`config.mk`:
```
export PLATFORM = sky130hd
export DESIGN_NAME = mmd_indirect_access_control
export DESIGN_NICKNAME = d
export VERILOG_FILES = /design/src/verilog/mmd_access_pkg.sv /design/src/verilog/mmd_indirect_access_control.sv
export VERILOG_INCLUDE_DIRS = /design/src /design/src/verilog
export SDC_FILE = /design/constraint.sdc
export NUM_CORES = 1
export LEC_CHECK = 0
export ABC_AREA = 1
export BUFFER_PORTS_ARGS = -buffer_cell sky130_fd_sc_hd__buf_2
export CELL_PAD_IN_SITES_DETAIL_PLACEMENT = 0
export CELL_PAD_IN_SITES_GLOBAL_PLACEMENT = 2
export CORE_MARGIN = 5
export CORE_UTILIZATION = 30
export DETAILED_ROUTE_END_ITERATION = 16
export PLACE_DENSITY = 0.72
export SYNTH_ARGS = -nofsm -noshare
export SYNTH_HDL_FRONTEND = slang
export SYNTH_SLANG_ARGS = --single-unit
```
`constraint.sdc`:
```
create_clock -name ref_clk -period 2.48 [get_ports ref_clk]
set_clock_uncertainty 0.1 [all_clocks]
set_input_delay 0.496 -clock ref_clk [delete_from_list [all_inputs] [get_ports ref_clk]]
set_output_delay 0.496 -clock ref_clk [all_outputs]
set_load 0.01 [all_outputs]
```
`src/verilog/mmd_access_params.svh`:
```
// Purpose: Constants for the indirect MMD access control path.
// Assumes: Clause 22 register numbers are five bits wide.
// Notes:   Included by the package; definitions only.
`ifndef MMD_ACCESS_PARAMS_SVH
`define MMD_ACCESS_PARAMS_SVH

// ====================================================================
// Management register numbers
`define MGMT_ADDR_RSVD   5'h0C
`define MGMT_ADDR_CTRL   5'h0D
`define MGMT_ADDR_DATA   5'h0E

// ====================================================================
// Control register fields and reset values
`define CTRL_FUNC_HI     15
`define CTRL_FUNC_LO     14
`define CTRL_DEV_HI      4
`define CTRL_DEV_LO      0
`define CTRL_RSVD_HI_W   6
`define CTRL_RSVD_LO_W   3
`define RSVD_HI_ZERO     6'h00
`define RSVD_LO_ZERO     3'h0
`define CTRL_RESET_FUNC  2'h0
`define CTRL_RESET_DEV   5'h00
`define RSVD_VALUE       16'h0000
`define DATA_ZERO        16'h0000

// ====================================================================
// Access function codes
`define FUNC_ADDRESS     2'h0
`define FUNC_DATA        2'h1
`define FUNC_DATA_POST_INCREMENT     2'h2
`define FUNC_DATA_WRITE_INCREMENT   2'h3

// ====================================================================
// Address pointers
`define MMD_COUNT        32
`define PTR_RESET        16'h0000
`define PTR_STEP         16'h0001

`endif

```
`src/verilog/mmd_access_pkg.sv`:
```
// Purpose: Types shared by the indirect MMD access control path.
// Assumes: Constants come from the params header.
// Notes:   Holds types only.
`include "mmd_access_params.svh"

package mmd_access_pkg;

  // ==================================================================
  // Access functions and controller states
  typedef enum logic [1:0] {
    FN_ADDRESS        = `FUNC_ADDRESS,
    FN_DATA           = `FUNC_DATA,
    FN_DATA_POST_INC  = `FUNC_DATA_POST_INCREMENT,
    FN_DATA_WRITE_INC = `FUNC_DATA_WRITE_INCREMENT
  } access_function_e;

  typedef enum logic [1:0] {
    ST_IDLE = 2'b01,
    ST_WAIT = 2'b10
  } access_state_e;

  // ==================================================================
  // Request carriers
  typedef struct packed {
    logic        write;
    logic [4:0]  addr;
    logic [15:0] wdata;
  } mgmt_req_s;

  typedef struct packed {
    logic        write;
    logic [4:0]  dev;
    logic [15:0] addr;
    logic [15:0] wdata;
  } mmd_cmd_s;

endpackage : mmd_access_pkg

```
`src/verilog/mmd_indirect_access_control.sv`:
```
// Purpose: Indirect access from clause 22 registers to clause 45 MMDs.
// Assumes: One management request at a time; the next waits for ack.
// Notes:   MMD register contents live outside; this block holds the
//          control register and one address pointer per MMD.
//
// Summary of operation
// Register 0x0C is reserved: reads zero, writes ignored.
// Every MMD keeps its own address pointer, untouched by others.
// Control bits 4:0 select the MMD for every data window access.
// Address function routes data window accesses to the pointer.
// Other functions route accesses to the MMD register pointed at.
// Post-increment function bumps pointer after reads and writes.
// Write-increment function bumps pointer after writes only.
// Control bits 13:8 and 7:5 are reserved, read-only zero.
// Control bits 15:14 hold the function; register resets to zero.
// Data window is a 16-bit read-write register at 0x0E.
// Post-increment is code 10, write-increment is code 11.
`timescale 1ns/100ps

`include "mmd_access_params.svh"

module mmd_indirect_access_control (
  input  wire logic                     ref_clk,
  input  wire logic                     rst_n,
  input  wire logic                     mgmt_req,
  input  wire mmd_access_pkg::mgmt_req_s mgmt_cmd,
  output logic                          mgmt_ack,
  output logic [15:0]                   mgmt_rdata,
  output logic                          mmd_req,
  output mmd_access_pkg::mmd_cmd_s      mmd_cmd,
  input  wire logic                     mmd_ack,
  input  wire logic [15:0]              mmd_rdata
);

  // ==================================================================
  // State
  mmd_access_pkg::access_state_e    state;
  mmd_access_pkg::access_state_e    next_state;
  mmd_access_pkg::access_function_e access_function;
  mmd_access_pkg::access_function_e next_access_function;
  logic [4:0]                       mmd_select;
  logic [4:0]                       next_mmd_select;
  logic                             next_mgmt_ack;
  logic [15:0]                      next_mgmt_rdata;
  logic                             next_mmd_req;
  mmd_access_pkg::mmd_cmd_s         next_mmd_cmd;
  logic [15:0]                      ptr [`MMD_COUNT];
  logic [15:0]                      cur_ptr;
  logic                             ptr_we;
  logic [4:0]                       ptr_idx;
  logic [15:0]                      ptr_val;
  logic [15:0]                      ctrl_read;
  logic                             take;

  assign take    = mgmt_req && (state == mmd_access_pkg::ST_IDLE);
  assign cur_ptr = ptr[mmd_select];

  // Reserved fields are forced to zero on read whatever was written.
  assign ctrl_read = {access_function, `RSVD_HI_ZERO, `RSVD_LO_ZERO,
                      mmd_select};

  // ==================================================================
  // Next-state logic for the control path and the MMD handshake.
  always_comb begin
    next_state           = state;
    next_access_function = access_function;
    next_mmd_select      = mmd_select;
    next_mgmt_ack        = 1'b0;
    next_mgmt_rdata      = mgmt_rdata;
    next_mmd_req         = 1'b0;
    next_mmd_cmd         = mmd_cmd;
    ptr_we               = 1'b0;
    ptr_idx              = mmd_select;
    ptr_val              = cur_ptr;
    unique case (state)
      mmd_access_pkg::ST_IDLE: begin
        if (take) begin
          next_mgmt_ack = 1'b1;
          unique case (mgmt_cmd.addr)
            `MGMT_ADDR_CTRL: begin
              next_mgmt_rdata = ctrl_read;
              if (mgmt_cmd.write) begin
                next_access_function = mmd_access_pkg::access_function_e'(
                  mgmt_cmd.wdata[`CTRL_FUNC_HI:`CTRL_FUNC_LO]);
                next_mmd_select =
                  mgmt_cmd.wdata[`CTRL_DEV_HI:`CTRL_DEV_LO];
              end
            end
            `MGMT_ADDR_DATA: begin
              if (access_function == mmd_access_pkg::FN_ADDRESS) begin
                next_mgmt_rdata = cur_ptr;
                ptr_we          = mgmt_cmd.write;
                ptr_val         = mgmt_cmd.wdata;
              end else begin
                // Data functions go out to the MMD and wait there.
                next_mgmt_ack      = 1'b0;
                next_mmd_req       = 1'b1;
                next_mmd_cmd.write = mgmt_cmd.write;
                next_mmd_cmd.dev   = mmd_select;
                next_mmd_cmd.addr  = cur_ptr;
                next_mmd_cmd.wdata = mgmt_cmd.wdata;
                next_state         = mmd_access_pkg::ST_WAIT;
              end
            end
            default: begin
              // Register 0x0C and unmapped numbers read zero.
              next_mgmt_rdata = `RSVD_VALUE;
            end
          endcase
        end
      end
      mmd_access_pkg::ST_WAIT: begin
        ptr_idx = mmd_cmd.dev;
        ptr_val = mmd_cmd.addr + `PTR_STEP;
        if (mmd_ack) begin
          next_mgmt_ack   = 1'b1;
          next_mgmt_rdata = mmd_cmd.write ? `DATA_ZERO : mmd_rdata;
          next_state      = mmd_access_pkg::ST_IDLE;
          // Pointer moves only once the access has completed.
          ptr_we = (access_function == mmd_access_pkg::FN_DATA_POST_INC)
                || ((access_function == mmd_access_pkg::FN_DATA_WRITE_INC)
                    && mmd_cmd.write);
        end
      end
    endcase
  end

  // ==================================================================
  // Registers for the control path.
  always_ff @(posedge ref_clk or negedge rst_n) begin
    if (!rst_n) begin
      state           <= mmd_access_pkg::ST_IDLE;
      access_function <= mmd_access_pkg::access_function_e'(
                           `CTRL_RESET_FUNC);
      mmd_select      <= `CTRL_RESET_DEV;
      mgmt_ack        <= 1'b0;
      mgmt_rdata      <= `DATA_ZERO;
      mmd_req         <= 1'b0;
      mmd_cmd         <= '0;
    end else begin
      state           <= next_state;
      access_function <= next_access_function;
      mmd_select      <= next_mmd_select;
      mgmt_ack        <= next_mgmt_ack;
      mgmt_rdata      <= next_mgmt_rdata;
      mmd_req         <= next_mmd_req;
      mmd_cmd         <= next_mmd_cmd;
    end
  end

  // ==================================================================
  // One address pointer per MMD; only the addressed entry loads.
  for (genvar g = 0; g < `MMD_COUNT; g++) begin : g_ptr
    always_ff @(posedge ref_clk or negedge rst_n) begin
      if (!rst_n) begin
        ptr[g] <= `PTR_RESET;
      end else if (ptr_we && (ptr_idx == 5'(g))) begin
        ptr[g] <= ptr_val;
      end
    end
  end
endmodule : mmd_indirect_access_control

```
==> results.sh, run 1 <==
export IMPL_run_status="finished, violations left"
export IMPL_violations="negative setup slack"
export IMPL_clock_sinks=577
export IMPL_setup_tns_ns=-21.12
export IMPL_nets=4277
export IMPL_hp_start="mgmt_cmd[9]"
export IMPL_fin_cells=5548
export IMPL_drive_gt1_share_pct=18.7
export IMPL_hold_viol=0
export IMPL_drc_errors=0
export IMPL_antenna_found_initial=5
export IMPL_cp_start_kind="register"
export IMPL_area_growth_pct=31.2
export IMPL_synth_nets=3984
export IMPL_crit_chain="buf_12, buf_12, buf_12, buf_12, nand2_1, nand3_1, nand3_2, nand2_1, nand2_1, nand3_2, nand2_2, nand2_1, nand2_2, nand2_8, clkbuf_16, nand2_1, nand2_1"
export IMPL_avgSynthCellArea_um2=7.25
export IMPL_ios=98
export IMPL_peakVddDrop_mv=0.529
export IMPL_grt_overflow=0
export IMPL_cts_root_buf="clkbuf_16"
export IMPL_synth_cell_types=32
export IMPL_die_area_mm2=0.101
export IMPL_cp_top_family="simple AND/OR/NAND/NOR gates"
export IMPL_die_h_um=319
export IMPL_max_stage_delay_ns=0.53
export IMPL_drtAntennaViolNets=0
export IMPL_start_util_pct=30.1
export IMPL_ys_ff_latch=577
export IMPL_end_kind="register"
export IMPL_finalWirelength_um=129000
export IMPL_hold_depth=3
export IMPL_rsz0062_at_grt="true"
export IMPL_hp_class="primary input to register"
export IMPL_crit_path_frequent_cell="nand2_1"
export IMPL_gp_congestion=0.873
export IMPL_cp_required_ns=2.87
export IMPL_die_x_um=319
export IMPL_mostFrequentLayoutCell="nand2_1"
export IMPL_vias_per_cell=5.07
export IMPL_grt_pass1_vias=27300
export IMPL_r2r_start="mmd_select[0]"
export IMPL_via_count=28100
export IMPL_r2r_slack_ns=-0.14
export IMPL_drt_first_pass_iters=5
export IMPL_port_buffer_count=97
export IMPL_syn_area_mm2=0.0286
export IMPL_post_drt_wl_per_cell_um=23.3
export IMPL_syn_inst=3941
export IMPL_cts_inserted_buffers=71
export IMPL_setup_violations=408
export IMPL_post_route_period_util_pct=106
export IMPL_rr_endpoint="ptr[304]"
export IMPL_final_cell_mix="nand2_1, nand3_1, dfrtp_1"
export IMPL_grt_pass1_wl_um=188000
export IMPL_htreeDepth=3
export IMPL_cts_tree="yes"
export IMPL_cap_violations=0
export IMPL_power_density_mw_per_mm2=742
export IMPL_cp_slowest_cell="dfrtp_4"
export IMPL_grt_usage_pct=24.4
export IMPL_dp_hpwl_um=84300
export IMPL_drv_slew=0
export IMPL_final_area_mm2=0.0375
export IMPL_yosys_most_used_dff="dfrtp_1"
export IMPL_arrival_ns=3.01
export IMPL_hold_end="mmd_cmd[9]"
export IMPL_yosys_warnings=0
export IMPL_rows=113
export IMPL_holdWs_ns=0.0464
export IMPL_coreArea_mm2=0.0947
export IMPL_synth_async_reset_ratio_pct=100
export IMPL_ys_seq_area_share_pct=50.6
export IMPL_p_leak_nw=19.3
export IMPL_worstSkewPairLatency_ns=0.63
export IMPL_synthTopCellsByArea="dfrtp_1, nand2_1, nand3_1"
export IMPL_post_synth_top_area_fraction_pct=50.5
export IMPL_synth_edf_count=0
export IMPL_pre_cts_slack_ns=-0.272
export IMPL_max_freq_ghz=0.382
export IMPL_clkTransAtPathRegs_ns=0.06
export IMPL_yosys_area_top_type="dfrtp_1"
export IMPL_fin_crit_ns=2.62
export IMPL_place_inst=5398
export IMPL_max_clock_path_buffers=3
export IMPL_drt_iter0_drc=3130
export IMPL_layout_setup_ws_ns=-0.140
export IMPL_rr_worst_depth=17
export IMPL_path_max_fanout=11
export IMPL_tightest_slew_ns=0.552
export IMPL_grt_max_degree=87
export IMPL_crit_type="register to register"
export IMPL_worst_path_buf_inv=5
export IMPL_place_area_mm2=0.0339
export IMPL_maxSlewHeadroom_pct=63.2
-- cell usage after synthesis (2+ instances only) --
cell type  number
buf_2         147
inv_1          65
nand3_1       739
dfrtp_1       576
nand4_1        16
o21ai_0        69
nor2_4          3
nand2_1      2041
nor3_1          3
a221oi_1        2
inv_2          19
nor2_2         32
a21oi_1        30
clkbuf_1      105
buf_4           2
o21ai_1         5
nand2_2         2
clkinv_1        3
buf_1          17
nor2_1         48
a31oi_1         5
xor2_1          2
-- sequential cells by signal, indices dropped and copies added, names as in the netlist --
name / flops
mgmt_ack: 1
state: 2
mgmt_rdata: 16
mmd_select: 5
mmd_req: 1
ptr: 512
mmd_cmd: 38
access_function: 2
-- how the worst max path moves through the flow --
stage | from | end | slack, ns | depth (start not counted)
floorplan | state[0] | ptr[390] | 0.20 | 12
global placement | mmd_select[0] | ptr[44] | -0.29 | 15
detailed placement | mmd_select[0] | ptr[494] | -0.27 | 16
CTS | mmd_select[0] | ptr[153] | -0.11 | 15
global route | mmd_select[0] | ptr[365] | -0.25 | 15
finish | mmd_select[0] | ptr[304] | -0.14 | 17
-- through the flow --
stage                     total power, mW  utilization (%)
after CTS                            27.5             38.9
after global placement               16.5             35.8
after global routing                 28.7             39.5
after detailed placement             16.5             35.8
after floorplan                      12.5                -
final                                27.8             39.5
-- cell families (layout without fill, tap and decap cells) --
kind of cell | after synthesis | count (layout) | share of synthesized area, %
flip-flops | 577 | 577 | 50.6
adder cells (fa/ha/maj) | 1 | 1 | 0.0438
other | 0 | 2 | 0
buffers and inverters | 360 | 700 | 5.44
AND/OR/NAND/NOR | 2885 | 2885 | 41.7
AO/OA/AOI/OAI | 115 | 115 | 2.17
XOR/XNOR | 3 | 3 | 0.0920
-- report_power, final --
part / total, mW / internal [mW] / switching (mW)
Combinational: 7.59 / 2.47 / 5.12
Sequential: 9.76 / 9.64 / 0.122
Clock: 10.4 / 6.14 / 4.28
-- worst register-to-register path, cell delays in order (launching register included) --
cell and delay, ns:
dfrtp_4 0.53, buf_12 0.16, buf_12 0.16, buf_12 0.16, buf_12 0.14, nand2_1 0.05
nand3_1 0.10, nand3_2 0.11, nand2_1 0.06, nand2_1 0.06, nand3_2 0.12, nand2_2 0.10
nand2_1 0.06, nand2_2 0.11, nand2_8 0.11, clkbuf_16 0.23, nand2_1 0.07, nand2_1 0.04
-- metal layers --
layer / vias to the layer above / GRT usage, % / share of wire (%)
li1: 13100 / - / -
met1: 13900 / 35.4 / 46
met2: 931 / 38.3 / 44
met3: 152 / 4.44 / 6.9
met4: 0 / 5.34 / 2.5
met5: - / 0 / 0
-- layout make-up --
type	instances	area (µm²)
clock inverter	16	186
sequential	577	14400
clock buffer	104	2090
fill	9886	57300
inverter	88	363
multi-input combinational	3004	13300
tap	1265	1580
timing repair buffer	492	5510
antenna	2	5.00
-- what timing repair did --
action | in CTS | in global routing
hold buffers | 2 | 0
pin swaps | 8 | 14
setup buffers | 5 | 6
endpoints found under the hold margin | 26 | 0
gates cloned | 6 | 9
resized for setup | 118 | 74
setup endpoints to repair | 514 | 515
Note: power is estimated with default switching activity, not from simulation.
==> run 2, diff against run 1 <==
Settings changed: RECOVER_POWER set to 25.
==> results.sh, run 2 (synthesis gave the netlist of run 1 again) <==
export IMPL_run_status="finished, violations left"
export IMPL_violations="negative setup slack"
export IMPL_final_area_mm2=0.0374
export IMPL_place_area_mm2=0.0339
export IMPL_drtAntennaViolNets=0
export IMPL_crit_type="register to register"
export IMPL_peakVddDrop_mv=0.522
export IMPL_largest_register_ffs=512
export IMPL_cap_violations=0
export IMPL_r2r_slack_ns=-0.14
export IMPL_grt_max_degree=87
export IMPL_post_drt_wl_per_cell_um=23.3
export IMPL_via_count=28100
export IMPL_fin_cells=5548
export IMPL_drt_iter0_drc=3087
export IMPL_drive_gt1_share_pct=18.6
export IMPL_cts_tree="yes"
export IMPL_max_freq_ghz=0.382
export IMPL_setup_tns_ns=-20.28
export IMPL_setup_violations=396
export IMPL_grt_pass1_vias=27300
export IMPL_die_x_um=319
export IMPL_die_h_um=319
export IMPL_r2r_start="mmd_select[0]"
export IMPL_die_area_mm2=0.101
export IMPL_post_route_period_util_pct=105
export IMPL_antenna_found_initial=5
export IMPL_drv_slew=0
export IMPL_end_kind="register"
export IMPL_cp_required_ns=2.88
export IMPL_nets=4277
export IMPL_reg_largest_list="ptr (512), mmd_cmd (38), mgmt_rdata (16)"
export IMPL_ios=98
export IMPL_clock_sinks=577
export IMPL_rows=113
export IMPL_dp_hpwl_um=84300
export IMPL_vias_per_cell=5.06
export IMPL_tightest_slew_ns=1.43
export IMPL_cp_start_kind="register"
export IMPL_crit_start="mmd_select[0]"
export IMPL_rsz0062_at_grt="true"
export IMPL_fin_crit_ns=2.62
export IMPL_final_cell_mix="nand2_1, nand3_1, dfrtp_1"
export IMPL_drt_first_pass_iters=6
export IMPL_grt_overflow=0
export IMPL_cts_inserted_buffers=71
export IMPL_gp_congestion=0.873
export IMPL_cts_root_buf="clkbuf_16"
export IMPL_arrival_ns=3.01
export IMPL_power_density_mw_per_mm2=742
export IMPL_drc_errors=0
export IMPL_finalWirelength_um=129000
export IMPL_hold_depth=3
export IMPL_grt_pass1_wl_um=188000
export IMPL_grt_usage_pct=24.4
export IMPL_coreArea_mm2=0.0947
export IMPL_maxSlewHeadroom_pct=4.73
export IMPL_layout_setup_ws_ns=-0.135
export IMPL_start_util_pct=30.1
export IMPL_port_buffer_count=97
export IMPL_hp_class="primary input to register"
export IMPL_top_register="ptr"
export IMPL_clkTransAtPathRegs_ns=0.06
export IMPL_htreeDepth=3
export IMPL_worstSkewPairLatency_ns=0.63
export IMPL_mostFrequentLayoutCell="nand2_1"
export IMPL_rr_worst_depth=17
export IMPL_hold_viol=0
export IMPL_path_max_fanout=11
export IMPL_place_inst=5398
export IMPL_p_leak_nw=19.3
export IMPL_hp_start="mgmt_cmd[9]"
export IMPL_area_growth_pct=30.9
export IMPL_max_clock_path_buffers=3
==> run 2: repair_timing <==
item / in CTS / in global routing
hold buffers: 2 / 0
gates cloned: 6 / 9
endpoints found under the setup margin: 514 / 515
pin swaps: 8 / 14
resized for setup: 118 / 74
hold endpoints to repair: 26 / 0
buffers inserted: 5 / 6
==> run 2: worst paths after layout <==
path | endpoint
worst max-delay path | ptr[304]
worst min-delay path | mmd_cmd[9]
worst max register to register | ptr[304]
worst min register to register | ptr[72]
max in group asynchronous | ptr[5]
min in group asynchronous | ptr[301]
==> run 2: metal layers <==
layer	vias to the layer above	share of wire [%]	track usage (%)
met1	13900	46	35.4
met2	933	45	38.3
li1	13100	-	-
met4	0	2.5	5.34
met5	-	0	0
met3	149	6.8	4.44
==> run 2: report_power, final <==
part           internal [mW]  total [mW]  switching [mW]
Sequential              9.64        9.76           0.121
Combinational           2.46        7.56            5.10
Clock                   6.14        10.4            4.29
==> run 2: per-stage QoR <==
stage | setup slack, ns | hold WS [ns] | power (mW) | utilization [%]
after CTS | -0.109 | 0.0174 | 27.5 | 38.9
after global placement | -0.289 | 0.362 | 16.5 | 35.8
final | -0.135 | 0.0456 | 27.8 | 39.5
after global routing | -0.253 | 0.0614 | 28.7 | 39.5
after floorplan | 0.198 | 0.100 | 12.5 | -
after detailed placement | -0.272 | 0.359 | 16.5 | 35.8
==> run 2: area by class of cell <==
class	instances	area, µm²
multi-input cells	3004	13300
inverters	88	363
well taps	1265	1580
flip-flops and latches	577	14400
clock inverters	16	186
diodes	2	5.00
repair buffers	492	5450
fillers	9894	57300
clock buffers	104	2090
==> run 2: worst max-delay path, stage by stage (launching register included) <==
cell and delay (ns):
dfrtp_4 0.53, buf_12 0.16, buf_12 0.15, buf_12 0.15, buf_12 0.13, nand2_1 0.05
nand3_1 0.10, nand3_2 0.11, nand2_1 0.06, nand2_1 0.06, nand3_2 0.12, nand2_2 0.09
nand2_1 0.06, nand2_2 0.11, nand2_8 0.11, clkbuf_16 0.22, nand2_1 0.07, nand2_1 0.04
